===== src/include/ipp_params.svh =====
// constants for the interrupt priority and polarity unit
// Functional notes
// - edge_select bit 2 picks port B edge
// - edge_select bit 1 picks port A edge
// - edge_select bit 0 picks nonmaskable edge
// - bits 7:5 unused, 4:3 timer owned
// - three registers form 24-bit eight-level map
// - bits 2:0 level 1, 23:21 level 8
// - nonmaskable level 0, only trap above
// - fixed source codes and clear codes
// - code 110 at level 3 ranks port A
// - edge_select at 01h, resets to zero
// - map registers 02h..04h, reset zero
// - masked source stays pending, not granted
// - grant highest pending at instruction end
// - clear code discards that source's pending
// - each source has a fixed vector address
`ifndef IPP_PARAMS_SVH
`define IPP_PARAMS_SVH
`define IPP_ADDR_MASK 4'h0
`define IPP_ADDR_EDGE 4'h1
`define IPP_ADDR_MAPH 4'h2
`define IPP_ADDR_MAPM 4'h3
`define IPP_ADDR_MAPL 4'h4
`define IPP_ADDR_STAT 4'h5
`define IPP_ADDR_IEN 4'h6
`define IPP_ADDR_ICLR 4'h7
`define IPP_ADDR_GRANT 4'h8
`define IPP_BIT_NMI 0
`define IPP_BIT_PA 1
`define IPP_BIT_PB 2
`define IPP_EDGE_WMASK 8'h1f
`define IPP_MASK_WMASK 8'hf6
`define IPP_RST8 8'h00
`define IPP_CODE_T0 3'h1
`define IPP_CODE_T1 3'h2
`define IPP_CODE_SPI 3'h4
`define IPP_CODE_I2C 3'h5
`define IPP_CODE_PA 3'h6
`define IPP_CODE_PB 3'h7
`define IPP_CLR_NMI 4'h8
`define IPP_VEC_T0 6'h06
`define IPP_VEC_T1 6'h09
`define IPP_VEC_SPI 6'h0f
`define IPP_VEC_I2C 6'h12
`define IPP_VEC_PA 6'h15
`define IPP_VEC_PB 6'h18
`define IPP_VEC_NMI 6'h1b
`define IPP_VEC_TRAP 6'h1e
`define IPP_LVL_TRAP 4'hf
`define IPP_LVL_NMI 4'h0
`define IPP_LVL_NONE 4'he
`endif


===== src/include/ipp_pkg.sv =====
// types for the interrupt priority and polarity unit
package ipp_pkg;
	typedef enum logic [1:0] {IPP_IDLE, IPP_RD, IPP_WR} ipp_bus_t;
	typedef logic [7:0] ipp_byte_t;
endpackage


===== src/hdl/ipp_edge_catch.sv =====
// one interrupt line: edge detect with sticky pending flag
`timescale 1ns/1ps
`default_nettype none
module ipp_edge_catch (
	// clock and reset
	input wire logic i_clock,
	input wire logic i_srst,
	// line and control
	input wire logic i_line,
	input wire logic i_falling,
	input wire logic i_clear,
	// pending out
	output logic o_pending,
	output logic o_event
);
	logic prev_r;
	logic hit;

	always_ff @(posedge i_clock) begin
		if (i_srst) begin
			// track the pin in reset: no false edge on release
			prev_r <= i_line;
		end else begin
			prev_r <= i_line;
		end
	end

	// selected-polarity transition, sampled once per clock
	assign hit = i_falling ? (prev_r & ~i_line) : (~prev_r & i_line);
	assign o_event = hit & ~i_srst;

	// set wins over clear
	always_ff @(posedge i_clock) begin
		if (i_srst) begin
			o_pending <= 1'b0;
		end else if (hit) begin
			o_pending <= 1'b1;
		end else if (i_clear) begin
			o_pending <= 1'b0;
		end
	end
endmodule
`default_nettype wire


===== src/hdl/ipp_level_pick.sv =====
// finds the highest map level holding a given source code
`timescale 1ns/1ps
`default_nettype none
`include "ipp_params.svh"
module ipp_level_pick (
	// map and code
	input wire logic [23:0] i_map,
	input wire logic [2:0] i_code,
	// result
	output logic [3:0] o_level
);
	// scan level 8 first and level 1 last, so level 1 wins
	always_comb begin
		o_level = `IPP_LVL_NONE;
		for (int k = 7; k >= 0; k--) begin
			if (i_map[3*k +: 3] == i_code) begin
				o_level = 4'(k + 1);
			end
		end
	end
endmodule
`default_nettype wire


===== src/hdl/ipp_unit.sv =====
// interrupt priority, polarity and pending unit with Avalon-MM slave
//
// The implementer's own choice: register access over Avalon-MM.
`timescale 1ns/1ps
`default_nettype none
`include "ipp_params.svh"
module ipp_unit
	import ipp_pkg::*;
(
	// clock and reset
	input wire logic i_clock,
	input wire logic i_srst,
	// avalon-mm slave
	input wire logic [3:0] i_address,
	input wire logic i_read,
	input wire logic i_write,
	input wire logic [31:0] i_writedata,
	output logic [31:0] o_readdata,
	output logic o_waitrequest,
	// interrupt lines: t0, t1, spi, i2c levels are event pulses
	input wire logic i_timer0,
	input wire logic i_timer1,
	input wire logic i_spi,
	input wire logic i_i2c,
	input wire logic i_port_a,
	input wire logic i_port_b,
	input wire logic i_nmi,
	// control unit
	input wire logic i_trap,
	input wire logic i_instr_end,
	input wire logic i_clear_pending_instr,
	input wire logic [3:0] i_clear_code,
	input wire logic [3:0] i_active_level,
	// grant outputs
	output logic o_grant,
	output logic [5:0] o_vector,
	output logic [3:0] o_grant_level,
	output logic [7:0] o_edge_select,
	output logic o_irq
);
	logic [7:0] mask_r;
	logic [7:0] edge_select_r;
	logic [7:0] level_map_high_r;
	logic [7:0] level_map_mid_r;
	logic [7:0] level_map_low_r;
	logic [7:0] stat_r;
	logic [7:0] ien_r;
	logic [7:0] grant_lvl_r;
	logic [23:0] level_map_bits;
	logic [6:0] lines;
	logic [6:0] falling;
	logic [6:0] clr;
	logic [6:0] pend;
	logic [6:0] evt;
	logic [6:0] mbit;
	logic [2:0] codes [6];
	logic [5:0] vecs [7];
	logic [3:0] lvl [6];
	logic [3:0] best_lvl;
	logic [2:0] best_idx;
	logic best_ok;
	logic take_grant;
	logic [6:0] gclr;
	logic [2:0] win_idx;
	logic wr_ok;
	logic rd_ok;
	logic ack_r;
	ipp_bus_t bus_st;

	assign level_map_bits = {level_map_high_r, level_map_mid_r,
		level_map_low_r};
	assign lines = {i_nmi, i_port_b, i_port_a, i_i2c, i_spi, i_timer1,
		i_timer0};
	// index order t0,t1,spi,i2c,pa,pb,nmi
	assign falling = {edge_select_r[`IPP_BIT_NMI],
		edge_select_r[`IPP_BIT_PB], edge_select_r[`IPP_BIT_PA],
		4'h0};
	assign codes[0] = `IPP_CODE_T0;
	assign codes[1] = `IPP_CODE_T1;
	assign codes[2] = `IPP_CODE_SPI;
	assign codes[3] = `IPP_CODE_I2C;
	assign codes[4] = `IPP_CODE_PA;
	assign codes[5] = `IPP_CODE_PB;
	assign vecs[0] = `IPP_VEC_T0;
	assign vecs[1] = `IPP_VEC_T1;
	assign vecs[2] = `IPP_VEC_SPI;
	assign vecs[3] = `IPP_VEC_I2C;
	assign vecs[4] = `IPP_VEC_PA;
	assign vecs[5] = `IPP_VEC_PB;
	assign vecs[6] = `IPP_VEC_NMI;
	// mask bits 1,2,4,5,6,7 map to sources; nmi unmaskable
	assign mbit = {1'b1, mask_r[7:4], mask_r[2:1]};

	// clear-pending codes 1,2,4,5,6,7 and 8
	always_comb begin
		clr = gclr;
		if (i_clear_pending_instr) begin
			for (int k = 0; k < 6; k++) begin
				if (i_clear_code == {1'b0, codes[k]}) begin
					clr[k] = 1'b1;
				end
			end
			if (i_clear_code == `IPP_CLR_NMI) begin
				clr[6] = 1'b1;
			end
		end
	end

	genvar g;
	generate
		for (g = 0; g < 7; g++) begin : gen_src
			ipp_edge_catch u_catch (
				.i_clock(i_clock),
				.i_srst(i_srst),
				.i_line(lines[g]),
				.i_falling(falling[g]),
				.i_clear(clr[g]),
				.o_pending(pend[g]),
				.o_event(evt[g])
			);
		end
		for (g = 0; g < 6; g++) begin : gen_lvl
			ipp_level_pick u_pick (
				.i_map(level_map_bits),
				.i_code(codes[g]),
				.o_level(lvl[g])
			);
		end
	endgenerate

	// pick highest-priority enabled pending source
	always_comb begin
		best_ok = 1'b0;
		best_idx = 3'h0;
		best_lvl = `IPP_LVL_NONE;
		for (int k = 0; k < 6; k++) begin
			if (pend[k] && mbit[k] && lvl[k] < best_lvl) begin
				best_ok = 1'b1;
				best_idx = 3'(k);
				best_lvl = lvl[k];
			end
		end
		if (pend[6]) begin
			best_ok = 1'b1;
			best_idx = 3'h6;
			best_lvl = `IPP_LVL_NMI;
		end
	end

	// only pre-empt a routine of lower priority (larger level)
	assign take_grant = i_instr_end & ~i_trap & best_ok &
		(best_lvl < i_active_level);
	assign win_idx = best_idx;

	always_comb begin
		gclr = 7'h00;
		if (take_grant) begin
			gclr[win_idx] = 1'b1;
		end
	end

	// grant outputs registered; trap always wins
	always_ff @(posedge i_clock) begin
		if (i_srst) begin
			o_grant <= 1'b0;
			o_vector <= 6'h00;
			o_grant_level <= `IPP_LVL_NONE;
		end else if (i_trap) begin
			o_grant <= 1'b1;
			o_vector <= `IPP_VEC_TRAP;
			o_grant_level <= `IPP_LVL_TRAP;
		end else if (take_grant) begin
			o_grant <= 1'b1;
			o_vector <= vecs[win_idx];
			o_grant_level <= best_lvl;
		end else begin
			o_grant <= 1'b0;
		end
	end

	// bus: one wait cycle, then ack
	assign wr_ok = i_write & ack_r;
	assign rd_ok = i_read & ack_r;
	always_ff @(posedge i_clock) begin
		if (i_srst) begin
			bus_st <= IPP_IDLE;
			ack_r <= 1'b0;
		end else if (ack_r) begin
			bus_st <= IPP_IDLE;
			ack_r <= 1'b0;
		end else begin
			case (bus_st)
				IPP_IDLE: begin
					bus_st <= i_read ? IPP_RD : (i_write ? IPP_WR : IPP_IDLE);
					ack_r <= i_read | i_write;
				end
				default: begin
					bus_st <= IPP_IDLE;
				end
			endcase
		end
	end
	assign o_waitrequest = ~ack_r;

	always_ff @(posedge i_clock) begin
		if (i_srst) begin
			mask_r <= `IPP_RST8;
			edge_select_r <= `IPP_RST8;
			level_map_high_r <= `IPP_RST8;
			level_map_mid_r <= `IPP_RST8;
			level_map_low_r <= `IPP_RST8;
			ien_r <= `IPP_RST8;
		end else if (wr_ok) begin
			case (i_address)
				`IPP_ADDR_MASK: mask_r <= i_writedata[7:0] & `IPP_MASK_WMASK;
				`IPP_ADDR_EDGE: begin
					edge_select_r <= i_writedata[7:0] & `IPP_EDGE_WMASK;
				end
				`IPP_ADDR_MAPH: level_map_high_r <= i_writedata[7:0];
				`IPP_ADDR_MAPM: level_map_mid_r <= i_writedata[7:0];
				`IPP_ADDR_MAPL: level_map_low_r <= i_writedata[7:0];
				`IPP_ADDR_IEN: ien_r <= {1'b0, i_writedata[6:0]};
				default: begin
				end
			endcase
		end
	end

	// sticky status, set wins over write-one-to-clear
	always_ff @(posedge i_clock) begin
		if (i_srst) begin
			stat_r <= `IPP_RST8;
		end else begin
			for (int k = 0; k < 7; k++) begin
				if (evt[k]) begin
					stat_r[k] <= 1'b1;
				end else if (wr_ok && i_address == `IPP_ADDR_ICLR &&
					i_writedata[k]) begin
					stat_r[k] <= 1'b0;
				end
			end
			stat_r[7] <= 1'b0;
		end
	end

	always_ff @(posedge i_clock) begin
		if (i_srst) begin
			o_irq <= 1'b0;
			o_edge_select <= `IPP_RST8;
			grant_lvl_r <= `IPP_RST8;
		end else begin
			o_irq <= |(stat_r & ien_r);
			o_edge_select <= edge_select_r;
			grant_lvl_r <= {4'h0, best_lvl};
		end
	end

	always_ff @(posedge i_clock) begin
		if (i_srst) begin
			o_readdata <= 32'h0;
		end else if (i_read && !ack_r) begin
			case (i_address)
				`IPP_ADDR_MASK: o_readdata <= {24'h0, mask_r};
				`IPP_ADDR_EDGE: o_readdata <= {24'h0, edge_select_r};
				`IPP_ADDR_MAPH: o_readdata <= {24'h0, level_map_high_r};
				`IPP_ADDR_MAPM: o_readdata <= {24'h0, level_map_mid_r};
				`IPP_ADDR_MAPL: o_readdata <= {24'h0, level_map_low_r};
				`IPP_ADDR_STAT: o_readdata <= {24'h0, stat_r};
				`IPP_ADDR_IEN: o_readdata <= {24'h0, ien_r};
				`IPP_ADDR_GRANT: o_readdata <= {17'h0, pend, grant_lvl_r};
				default: o_readdata <= 32'h0;
			endcase
		end
	end
endmodule
`default_nettype wire


===== config.mk =====
export PLATFORM = sky130hd
export DESIGN_NAME = ipp_unit
export DESIGN_NICKNAME = d
export VERILOG_FILES = /design/src/include/ipp_pkg.sv /design/src/hdl/ipp_edge_catch.sv /design/src/hdl/ipp_level_pick.sv /design/src/hdl/ipp_unit.sv
export VERILOG_INCLUDE_DIRS = /design/src /design/src/include
export SDC_FILE = /design/constraint.sdc
export NUM_CORES = 1
export LEC_CHECK = 0
export BUFFER_PORTS_ARGS = -buffer_cell sky130_fd_sc_hd__buf_2
export CAP_MARGIN = 10
export CORE_ASPECT_RATIO = 0.9
export CORE_MARGIN = 1.5
export CORE_UTILIZATION = 61
export CTS_CLUSTER_SIZE = 28
export DETAILED_ROUTE_END_ITERATION = 7
export PLACE_DENSITY = 0.95
export SYNTH_ARGS = -nofsm -noshare
export SYNTH_HDL_FRONTEND = slang
export SYNTH_SLANG_ARGS = --single-unit

===== constraint.sdc =====
create_clock -name i_clock -period 28.4 [get_ports i_clock]
set_clock_uncertainty 0.1 [all_clocks]
set_input_delay 4.26 -clock i_clock [delete_from_list [all_inputs] [get_ports i_clock]]
set_output_delay 4.26 -clock i_clock [all_outputs]
set_load 0.02 [all_outputs]

# Word-level counts from Yosys, hierarchy flattened
# Memories as Yosys holds them, arrays and structs flattened.
# Cells that the tools add are included.
[totals]
register_bits = 124
romBits = 48
in_bits = 58
n_memories = 1
[mem_list]
columns = ["name", "words", "word_bits", "read_ports", "rd_clocked_by_memory_dff", "wr", "line", "text"]
rows = [
  ["(no name shown)", 8, 6, 1, 0, 0, "ipp_unit.sv:174", "o_vector <= vecs[win_idx];"],
]
[op_classes]
magnitude_cmp = 10
n_eq_ne = 63
muxes = 121
n_bitwise = 38
n_reduce_logical = 50
[ops]
columns = ["operator", "n"]
rows = [
  ["$mux 4", 49],
  ["$pmux 15 s8", 1],
  ["$eq 3x3->1 const B", 32],
  ["$mux 1", 52],
  ["$mux 3", 11],
  ["$eq 4x3->1 const B", 8],
  ["$reduce_bool 2->1", 15],
  ["$eq 3x1->1 const B", 8],
  ["$eq 3x2->1 const B", 8],
  ["$lt 4x4->1", 6],
  ["$logic_and 1x1->1", 22],
  ["$and 1x1->1", 21],
  ["$mux 7", 2],
  ["$not 1->1", 14],
  ["$eq 4x2->1 const B", 3],
  ["$mux 6", 2],
  ["$reduce_and 2->1", 6],
  ["$mux 5", 2],
  ["$and 8x7->8", 1],
  ["$eq 4x1->1 const B", 2],
  ["$eq 4x4->1 const B", 2],
  ["$reduce_or 8->1", 1],
  ["$ge 4x4->1 const B", 1],
  ["$logic_not 4->1", 1],
  ["12 further kinds", 12],
]

# Logic depth before layout (Yosys ltp)
# Gate-level depths: netlist of run 1.
[logic_depth]
ltp_word = 37
depth_mapped = 58
mapped_depth_nobuf = 54

# Hierarchy
# A second synthesis of run 1 with hierarchy kept.
[unflattened]
cells_unflattened = 924
area_unflattened_um2 = 8115.3
[modules_own_cells]
columns = ["module", "n_inst", "cells_each", "area_each_um2", "seq_area_each_um2"]
rows = [
  ["ipp_unit", 1, 587, 5098.6, 1741.7],
  ["ipp_level_pick", 6, 48, 416.6, 0.0],
  ["ipp_edge_catch", 7, 7, 73.8, 40.0],
]

# Worst setup path after synthesis of run 1
# No wires, ideal clock.
[synth_path]
path_type = "flip-flop to flip-flop"
from = "reg level_map_mid_r[6]"
to = "reg o_vector[1]"
arrival_ps = 10679
required_ps = 28180
path_slack_ps = 17501
stages_incl_launch_ff = 53
n_path_buf = 4
period_less_slack_ps = 10899
cell_sequence = "dfxtp_1 clkbuf_1 nor3b_1 nor4_1 a31oi_1 ha_1 a21oi_1 nand3_1 or2_2 or4_4 nand2_1 a21o_1 inv_1 ha_1 nand2_1 a211o_1 o221ai_1 mux2i_1 [... 17 more ...] ha_1 nand3b_1 a2111oi_0 nand2_1 o311a_1 nand2b_1 buf_2 inv_1 mux2i_1 nor2_1 ha_1 nor3b_1 nand3_1 nand2b_1 o21a_1 a21o_4 buf_6 o31a_1"
[synth_lines]
columns = ["item", "line", "text"]
rows = [
  ["start, declared", "ipp_unit.sv:44", "logic [7:0] level_map_mid_r;"],
  ["start signal, assigned", "ipp_unit.sv:210", "level_map_mid_r <= `IPP_RST8;"],
  ["start signal, assigned", "ipp_unit.sv:220", "`IPP_ADDR_MAPM: level_map_mid_r <= i_writedata[7:0];"],
  ["$eq 3x1->1", "ipp_level_pick.sv:16", "if (i_map[3*k +: 3] == i_code) begin"],
  ["$mux 4 (5 in series)", "ipp_level_pick.sv:16", ""],
  ["$lt 4x4->1", "ipp_unit.sv:137", "if (pend[k] && mbit[k] && lvl[k] < best_lvl) begin"],
  ["$logic_and 1x1->1", "ipp_unit.sv:137", ""],
  ["$mux 4", "ipp_unit.sv:137", ""],
  ["$lt 4x4->1", "ipp_unit.sv:137", ""],
  ["$logic_and 1x1->1", "ipp_unit.sv:137", ""],
  ["$mux 4", "ipp_unit.sv:137", ""],
  ["[... 9 more ...]", "n/a", ""],
  ["$lt 4x4->1", "ipp_unit.sv:137", ""],
  ["$logic_and 1x1->1", "ipp_unit.sv:137", ""],
  ["$mux 4 *", "ipp_unit.sv:137", ""],
  ["$mux 4 *", "ipp_unit.sv:143", "if (pend[6]) begin"],
  ["named net best_lvl[3]", "ipp_unit.sv:59", "logic [3:0] best_lvl;"],
  ["$lt 4x4->1 *", "ipp_unit.sv:152", "(best_lvl < i_active_level);"],
  ["$and 1x1->1 *", "ipp_unit.sv:151", "assign take_grant = i_instr_end & ~i_trap & best_ok &"],
  ["$reduce_bool 2->1 (no source line) *", "n/a", ""],
  ["end signal, assigned", "ipp_unit.sv:170", "o_vector <= `IPP_VEC_TRAP;"],
  ["end signal, assigned", "ipp_unit.sv:174", ""],
  ["end, declared", "ipp_unit.sv:36", "output logic [5:0] o_vector,"],
]
# The timed path passes the listed nets; every way through them passes the cells marked *. The select of a mux whose other input is x is not followed.
# A chain may end at the register's enable or synchronous reset.

# Worst setup path after layout of run 1
[layout_path]
from = "reg level_map_low_r[4]"
to = "reg o_vector[4]"
[layout_lines]
columns = ["item", "line", "text"]
rows = [
  ["start, declared", "ipp_unit.sv:45", "logic [7:0] level_map_low_r;"],
  ["start signal, assigned", "ipp_unit.sv:211", "level_map_low_r <= `IPP_RST8;"],
  ["start signal, assigned", "ipp_unit.sv:221", "`IPP_ADDR_MAPL: level_map_low_r <= i_writedata[7:0];"],
  ["$eq 3x1->1", "ipp_level_pick.sv:16", ""],
  ["$mux 4 (2 in series)", "ipp_level_pick.sv:16", ""],
  ["$lt 4x4->1", "ipp_unit.sv:137", ""],
  ["$logic_and 1x1->1", "ipp_unit.sv:137", ""],
  ["$mux 4", "ipp_unit.sv:137", ""],
  ["$lt 4x4->1", "ipp_unit.sv:137", ""],
  ["$logic_and 1x1->1", "ipp_unit.sv:137", ""],
  ["$mux 4", "ipp_unit.sv:137", ""],
  ["[... 9 more ...]", "n/a", ""],
  ["$lt 4x4->1", "ipp_unit.sv:137", ""],
  ["$logic_and 1x1->1", "ipp_unit.sv:137", ""],
  ["$mux 4 *", "ipp_unit.sv:137", ""],
  ["$mux 4 *", "ipp_unit.sv:143", ""],
  ["named net best_lvl[3]", "ipp_unit.sv:59", ""],
  ["$lt 4x4->1 *", "ipp_unit.sv:152", ""],
  ["$and 1x1->1 *", "ipp_unit.sv:151", ""],
  ["$reduce_bool 2->1 (no source line) *", "n/a", ""],
]
# Marked as above.

==> summary.txt, run 1 <==
Global routing
  • Total GRT Usage: between 30% and 40%
  • First-pass GRT wire length: about 30000 um
  • Vias in the first global route: between 5000 and 6000
  • Initial antenna violation count: 0
  • Total global routing overflow: 0
  • Pin count of the biggest net entering global routing: 94

Synthesis
  • Area contributors post-synth: dfxtp_1, mux2i_1, nor2_1
  • Post-synthesis sequential element count: approximately 100
  • Post-synth top area share: between 30% and 40%
  • Fraction of registers with async set/reset: 0%
  • Cells after synthesis: just under 800
  • Mapped Area: between 6000 and 7000 um^2
  • Register area share after synthesis: approximately a third
  • Syn. warnings: 0
  • Average size of a mapped cell: approximately 8.0 um^2
  • Synth cell types: 72
  • Synth area leader: dfxtp_1
  • Most common flop cell mapped by yosys: dfxtp_1
  • Post-synth EDFFs: 0

Min path
  • HP Start: bus_st[1]$_SDFF_PP0_
  • Hold Crit Class: reg2reg
  • WHS Path Cells: 1

STA
  • Setup violators final: 0
  • Maximum clock rate: about 75 MHz
  • Hold Vio Cnt, Final: 0
  • Sum Neg Setup Slack: 0 ns
  • RSZ-0062 raised after global routing: false
  • Tmin final: between 10 and 15 ns
  • Slew Limit Fails: 0
  • Tcrit/Tclk final: between 40% and 50%
  • Worst rel slew slack: approximately 37%
  • Slew @ Worst Pin: 0.9398 ns

Clock network
  • Post-CTS Setup Bufs: 0
  • Cts bufs inserted: 9
  • Post-CTS sizing: 0
  • Max clock buf depth: 2
  • Hold buffer count at cts: 0
  • Clock Tree Root: clkbuf_16
  • Worst skew pair latency: around 0.34 ns
  • Clock sinks: 101
  • H-tree levels: 3
  • CTS tree: yes
  • Clock Pin Slew Worst Setup and Hold Paths: approximately 0.080 ns

Power and ir drop
  • PD cells: roughly 44 nW/um^2
  • VDD IR max: around 45 uV
  • Static leakage: between 2 and 3 nW

Finish
  • # diodes: 0
  • Fin util: between 60% and 70%
  • Area of the multi-input gates: just under 4000 um^2
  • Fillers: roughly 700
  • Register area: 2022 um^2
  • Area delta synth->final: 8.858%
  • Share of layout cells above drive strength 1: between 10% and 20%
  • # nets final: 904

Critical path
  • Critical path peak fanout: 15
  • Reg2reg path depth: 51
  • R2r endpoint: o_vector[4]$_SDFFE_PP0P_
  • Reg2Reg Setup Slack: between 15 and 20 ns
  • Worst Setup End Kind: flip-flop
  • Worst setup path end: o_vector[4]$_SDFFE_PP0P_
  • Worst r2r src: level_map_low_r[4]$_SDFFE_PP0P_
  • Critical path startpoint: level_map_low_r[4]$_SDFFE_PP0P_
  • Worst EP required: 28.49 ns
  • Crit path launch type: flip-flop
  • Critical path type: reg2reg
  • Delay of the slowest cell on the worst path: between 0.8 and 0.9 ns
  • Slowest cell on crit path: o311ai_2
  • Arrival @ worst endpoint: ~13 ns

Die
  • Num ports: between 100 and 150
  • Die Ht: between 90 and 100 um
  • Full die area: approximately 11000 um^2
  • Core box area: ~9900 um^2
  • Die width: about 110 um
  • Initial core utilization: between 60 and 70%
  • Rows: 34

Drt
  • DR vias/cell: between 6 and 7
  • 1st-pass router iterations: 6
  • Avg WL per Cell: approximately 19 um
  • Post-route ant nets: 0
  • DR iter-0 viols: 940
  • # DRC: 0
  • Routed WL: 18270 um
  • Vias post-DR: ~6400

Placement
  • Gp weighted congestion: 0.9177
  • I/O Buffers: 65
  • HPWL after detailed placement: approximately 12000 um

Flow run
  • Max-cap violation count: 0

Run status
  • Outcome: finished, final reports clean
[per-layer routing]
layer	up-vias	global-route usage (%)	part of all wire [%]
li1	2901	-	-
met1	2862	46.58	38
met2	532	52.37	44
met3	88	6.684	13
met4	0	17.65	4.5
met5	-	0	0
[flip-flops by register name (all words and copies together) (netlist names), 2 cells and up]
signal / cells
o_readdata: 15
level_map_high_r: 8
level_map_low_r: 8
level_map_mid_r: 8
gen_src.u_catch.o_pending: 7
gen_src.u_catch.prev_r: 7
ien_r: 7
stat_r: 7
mask_r: 6
edge_select_r: 5
o_edge_select: 5
o_vector: 5
grant_lvl_r: 4
o_grant_level: 4
bus_st: 2
[critical path, delay by kind of cell, from the launching register on]
family | cells | cell delay (ns)
compound gates | 15 | 4.96
simple gates | 22 | 4.46
mux | 3 | 1.03
buf+inv | 5 | 0.45
fa+ha+maj | 6 | 1.60
flops | 1 | 0.56
[through the flow]
step | power (W) | cells | cell area, um^2 | setup slack (ns) | hold slack [ns]
finish | 0.0003001 | 957 | 6858 | 15.06 | 0.3298
floorplan | 0.0001722 | 809 | 6375 | 17.50 | 0.2999
global route | 0.0003082 | 957 | 6858 | 13.94 | 0.3518
CTS | 0.0002992 | 957 | 6858 | 15.38 | 0.3343
global placement | 0.0001784 | 941 | 6565 | 15.73 | 0.3032
detailed placement | 0.0001793 | 941 | 6565 | 15.44 | 0.3234
[cells in the final DEF, fill, tap and decap left out, drive strengths merged, types with 18 or more instances in the layout]
master	instances
ha	20
conb	21
buf	70
o21ai	29
nor2	84
dfxtp	101
nand2	77
nor3b	28
inv	30
mux2i	45
a21oi	56
nand3b	19
a22oi	18
nand3	31
[area by class of cell]
type / instances / area share, %
Clock buffer: 10 / 3.339
Clock inverter: 6 / 0.9305
Inverter: 26 / 1.423
Multi-Input combinational cell: 618 / 57.23
Sequential cell: 101 / 29.48
Tap cell: 126 / 2.299
Timing Repair Buffer: 70 / 5.291
[cells by family (layout without fill, tap and decap cells)]
kind of cell | Yosys count | in the layout | synth area share (%)
fa+ha+maj | 20 | 20 | 3.972
other cells | 1 | 21 | 0.05953
buf+inv | 90 | 112 | 6.892
compound gates | 193 | 193 | 20.58
mux | 53 | 53 | 8.759
simple gates | 331 | 331 | 27.65
flops | 101 | 101 | 32.10
[how the worst min path moves through the flow]
stage               slack (ns)              endpoint
detailed placement        0.32  bus_st[0]$_SDFF_PP0_
floorplan                 0.30  bus_st[0]$_SDFF_PP0_
global placement          0.30  bus_st[0]$_SDFF_PP0_
global route              0.35  bus_st[0]$_SDFF_PP0_
CTS                       0.33  bus_st[0]$_SDFF_PP0_
finish                    0.33  bus_st[0]$_SDFF_PP0_
[cells in the mapped netlist (all sizes together) (8+ instances only)]
cell,count
nor2b,13
ha,20
o211ai,12
nor3b,28
nand2,77
nand3,31
nand2b,16
inv,26
buf,31
a22oi,18
nor2,84
nor3,17
nor4,8
or3b,12
nand3b,19
a21oi,56
o21ai,29
a31oi,12
dfxtp,101
clkbuf,33
mux2i,45
[power breakdown]
part	leakage, nW	internal [W]	switching [W]
sequential	0.823	0.000145	0.00000363
clock	0.140	0.0000622	0.0000598
combinational	1.82	0.00000917	0.0000201
No activity file was read; power rests on OpenSTA's default activity.
==> run 2: changes to the inputs <==
--- a/config.mk
+++ b/config.mk
@@ -10,10 +10,10 @@
 export CAP_MARGIN = 10
 export CORE_ASPECT_RATIO = 0.9
 export CORE_MARGIN = 1.5
-export CORE_UTILIZATION = 61
+export CORE_UTILIZATION = 57
 export CTS_CLUSTER_SIZE = 28
 export DETAILED_ROUTE_END_ITERATION = 7
-export PLACE_DENSITY = 0.95
+export PLACE_DENSITY = 0.91
 export SYNTH_ARGS = -nofsm -noshare
 export SYNTH_HDL_FRONTEND = slang
 export SYNTH_SLANG_ARGS = --single-unit
==> constraint.sdc (replaced) <==
create_clock -name i_clock -period 13.8 [get_ports i_clock]
set_clock_uncertainty 0.1 [all_clocks]
set_input_delay 2.07 -clock i_clock [delete_from_list [all_inputs] [get_ports i_clock]]
set_output_delay 2.07 -clock i_clock [all_outputs]
set_load 0.02 [all_outputs]
==> run 2 against run 1 <==
Against the previous run: via count is 1.7% lower; sequential power is 110% higher; clock power is 120% higher; global-route usage is 4.3 points lower; power is 110% higher; largest cell class unchanged.
==> summary.txt, run 2 (synthesized netlist as in run 1, its figures left out) <==
Run status
  • Outcome: finished, final reports clean

Finish
  • Area delta synth->final: 9.752%
  • Share of layout cells above drive strength 1: between 10 and 15%
  • Max reg flops: 15
  • Final instance area: between 6000 and 7000 um^2
  • # diodes: 0
  • # nets final: roughly 900
  • Biggest register: o_readdata
  • Commonest cells after routing, fill and taps aside: dfxtp_1, nor2_1, nand2_1
  • Final Instance Count excl. Fillers: approximately 960
  • Most common cell after layout, fill and taps aside: dfxtp_1

Clock network
  • Post-CTS Setup Bufs: 0
  • Clock sinks: between 100 and 150
  • Cts bufs inserted: 9
  • H-tree levels: 3
  • Clock Tree Root: clkbuf_16
  • Max clock buf depth: 2
  • Clock Pin Slew Worst Setup and Hold Paths: around 0.070 ns
  • Worst skew pair latency: 0.35 ns
  • CTS tree: yes

Power and ir drop
  • Combinational share of power: under 10%
  • VDD IR max: between 100 and 150 uV
  • Psw: 0.0001637 W
  • Sequential share of power: around half
  • Clock share of power: 42.0%
  • Internal Pwr Total: 0.0004663 W
  • Static leakage: about 2.8 nW
  • Tot Pwr: 0.0006300 W
  • Sw frac: between 20 and 30%
  • PD cells: 91.11 nW/um^2

Die
  • Num ports: about 110
  • Core box area: roughly 11000 um^2
  • Rows: 36
  • Die width: ~110 um
  • Initial core utilization: between 50% and 60%
  • Die Ht: slightly above 100 um
  • Full die area: around 12000 um^2

STA
  • Maximum clock rate: about 80 MHz
  • Tmin final: about 13 ns
  • Setup violators final: 0
  • Slew Limit Fails: 0
  • Slew @ Worst Pin: about 0.93 ns
  • Hold Vio Cnt, Final: 0
  • Worst rel slew slack: between 30% and 40%
  • RSZ-0062 raised after global routing: false
  • Sum Neg Setup Slack: 0 ns
  • Tcrit/Tclk final: around nine tenths

Flow run
  • Max-cap violation count: 0

Global routing
  • Vias in the first global route: ~5600
  • Pin count of the biggest net entering global routing: 94
  • First-pass GRT wire length: 27810 um
  • Total GRT Usage: a little under a third
  • Initial antenna violation count: 0
  • Total global routing overflow: 0

Critical path
  • Arrival @ worst endpoint: between 10 and 15 ns
  • Delay of the slowest cell on the worst path: roughly 0.60 ns
  • Critical path type: reg2reg
  • Crit path launch type: flip-flop
  • Worst Setup End Kind: flip-flop
  • Slowest cell on crit path: o311ai_4
  • Worst EP required: 13.89 ns
  • Critical path peak fanout: 15

Drt
  • DR iter-0 viols: ~740
  • Routed WL: 17670 um
  • # DRC: 0
  • Vias post-DR: roughly 6300
  • Post-route ant nets: 0
  • DR vias/cell: around 6.5
  • 1st-pass router iterations: 5
  • Avg WL per Cell: around 18 um

Placement
  • Gp weighted congestion: between 0.9 and 1
  • DP Cell Count: 948
  • Area after DPL: ~6600 um^2
  • HPWL after detailed placement: 12120 um
  • I/O Buffers: 65

Min path
  • Hold Crit Class: reg2reg
## run 2: final cells by class
type / count / area, um^2
Multi-Input combinational cell: 618 / 3956
Fill cell: 811 / 3896
Sequential cell: 101 / 2022
Timing Repair Buffer: 70 / 362.8
Clock buffer: 11 / 242.7
Tap cell: 133 / 166.4
Inverter: 26 / 97.59
Clock inverter: 5 / 66.31
## run 2: timing repair
action / CTS / global route
gates resized for setup: 0 / 6
hold endpoints to repair: 0 / 0
hold buffers: 0 / 0
endpoints found under the setup margin: 0 / 17
## run 2: final timing paths
check | startpoint | end | slack [ns] | cells after the start
worst min-delay path | bus_st[0]$_SDFF_PP0_ | bus_st[0]$_SDFF_PP0_ | 0.33 | 1
worst max-delay path | level_map_mid_r[5]$_SDFFE_PP0P_ | o_vector[4]$_SDFFE_PP0P_ | 1.27 | 50
worst min register to register | bus_st[0]$_SDFF_PP0_ | bus_st[0]$_SDFF_PP0_ | 0.33 | 1
worst max register to register | level_map_mid_r[5]$_SDFFE_PP0P_ | o_vector[4]$_SDFFE_PP0P_ | 1.27 | 50
## run 2: critical path, delay by kind of cell (launching register included)
family                   cells  cell delay [ns]
buffers and inverters        4             0.39
AO/OA/AOI/OAI               16             4.52
multiplexers                 3             1.03
flip-flops                   1             0.55
AND/OR/NAND/NOR             21             4.16
adder cells (fa/ha/maj)      6             1.61
## run 2: power by group through the flow
stage	Combinational, W	Sequential [W]	Clock [W]
finish	0.0000592	0.000306	0.000265
CTS	0.0000579	0.000305	0.000264
floorplan	0.0000433	0.000311	0
global route	0.0000641	0.000307	0.000276
global placement	0.0000552	0.000312	0
detailed placement	0.0000567	0.000312	0
## run 2: per-layer routing
layer  share of wire [%]  global-route usage [%]  routed length [um]
met1                  39                   39.31                6925
met2                  44                   47.82                7860
met3                  11                   4.468                1904
met4                 5.6                   19.04                 981
met5                   0                       0                   0
## run 2: through the flow
| step | setup slack [ns] | utilization [%] | hold slack (ns) |
|---|---|---|---|
| finish | 1.271 | 63.96 | 0.3279 |
| CTS | 0.9119 | 63.67 | 0.3300 |
| global route | 0.02221 | 63.96 | 0.3405 |
| floorplan | 2.901 | - | 0.2999 |
| global placement | 1.093 | 60.81 | 0.3084 |
| detailed placement | 1.057 | 60.81 | 0.3208 |
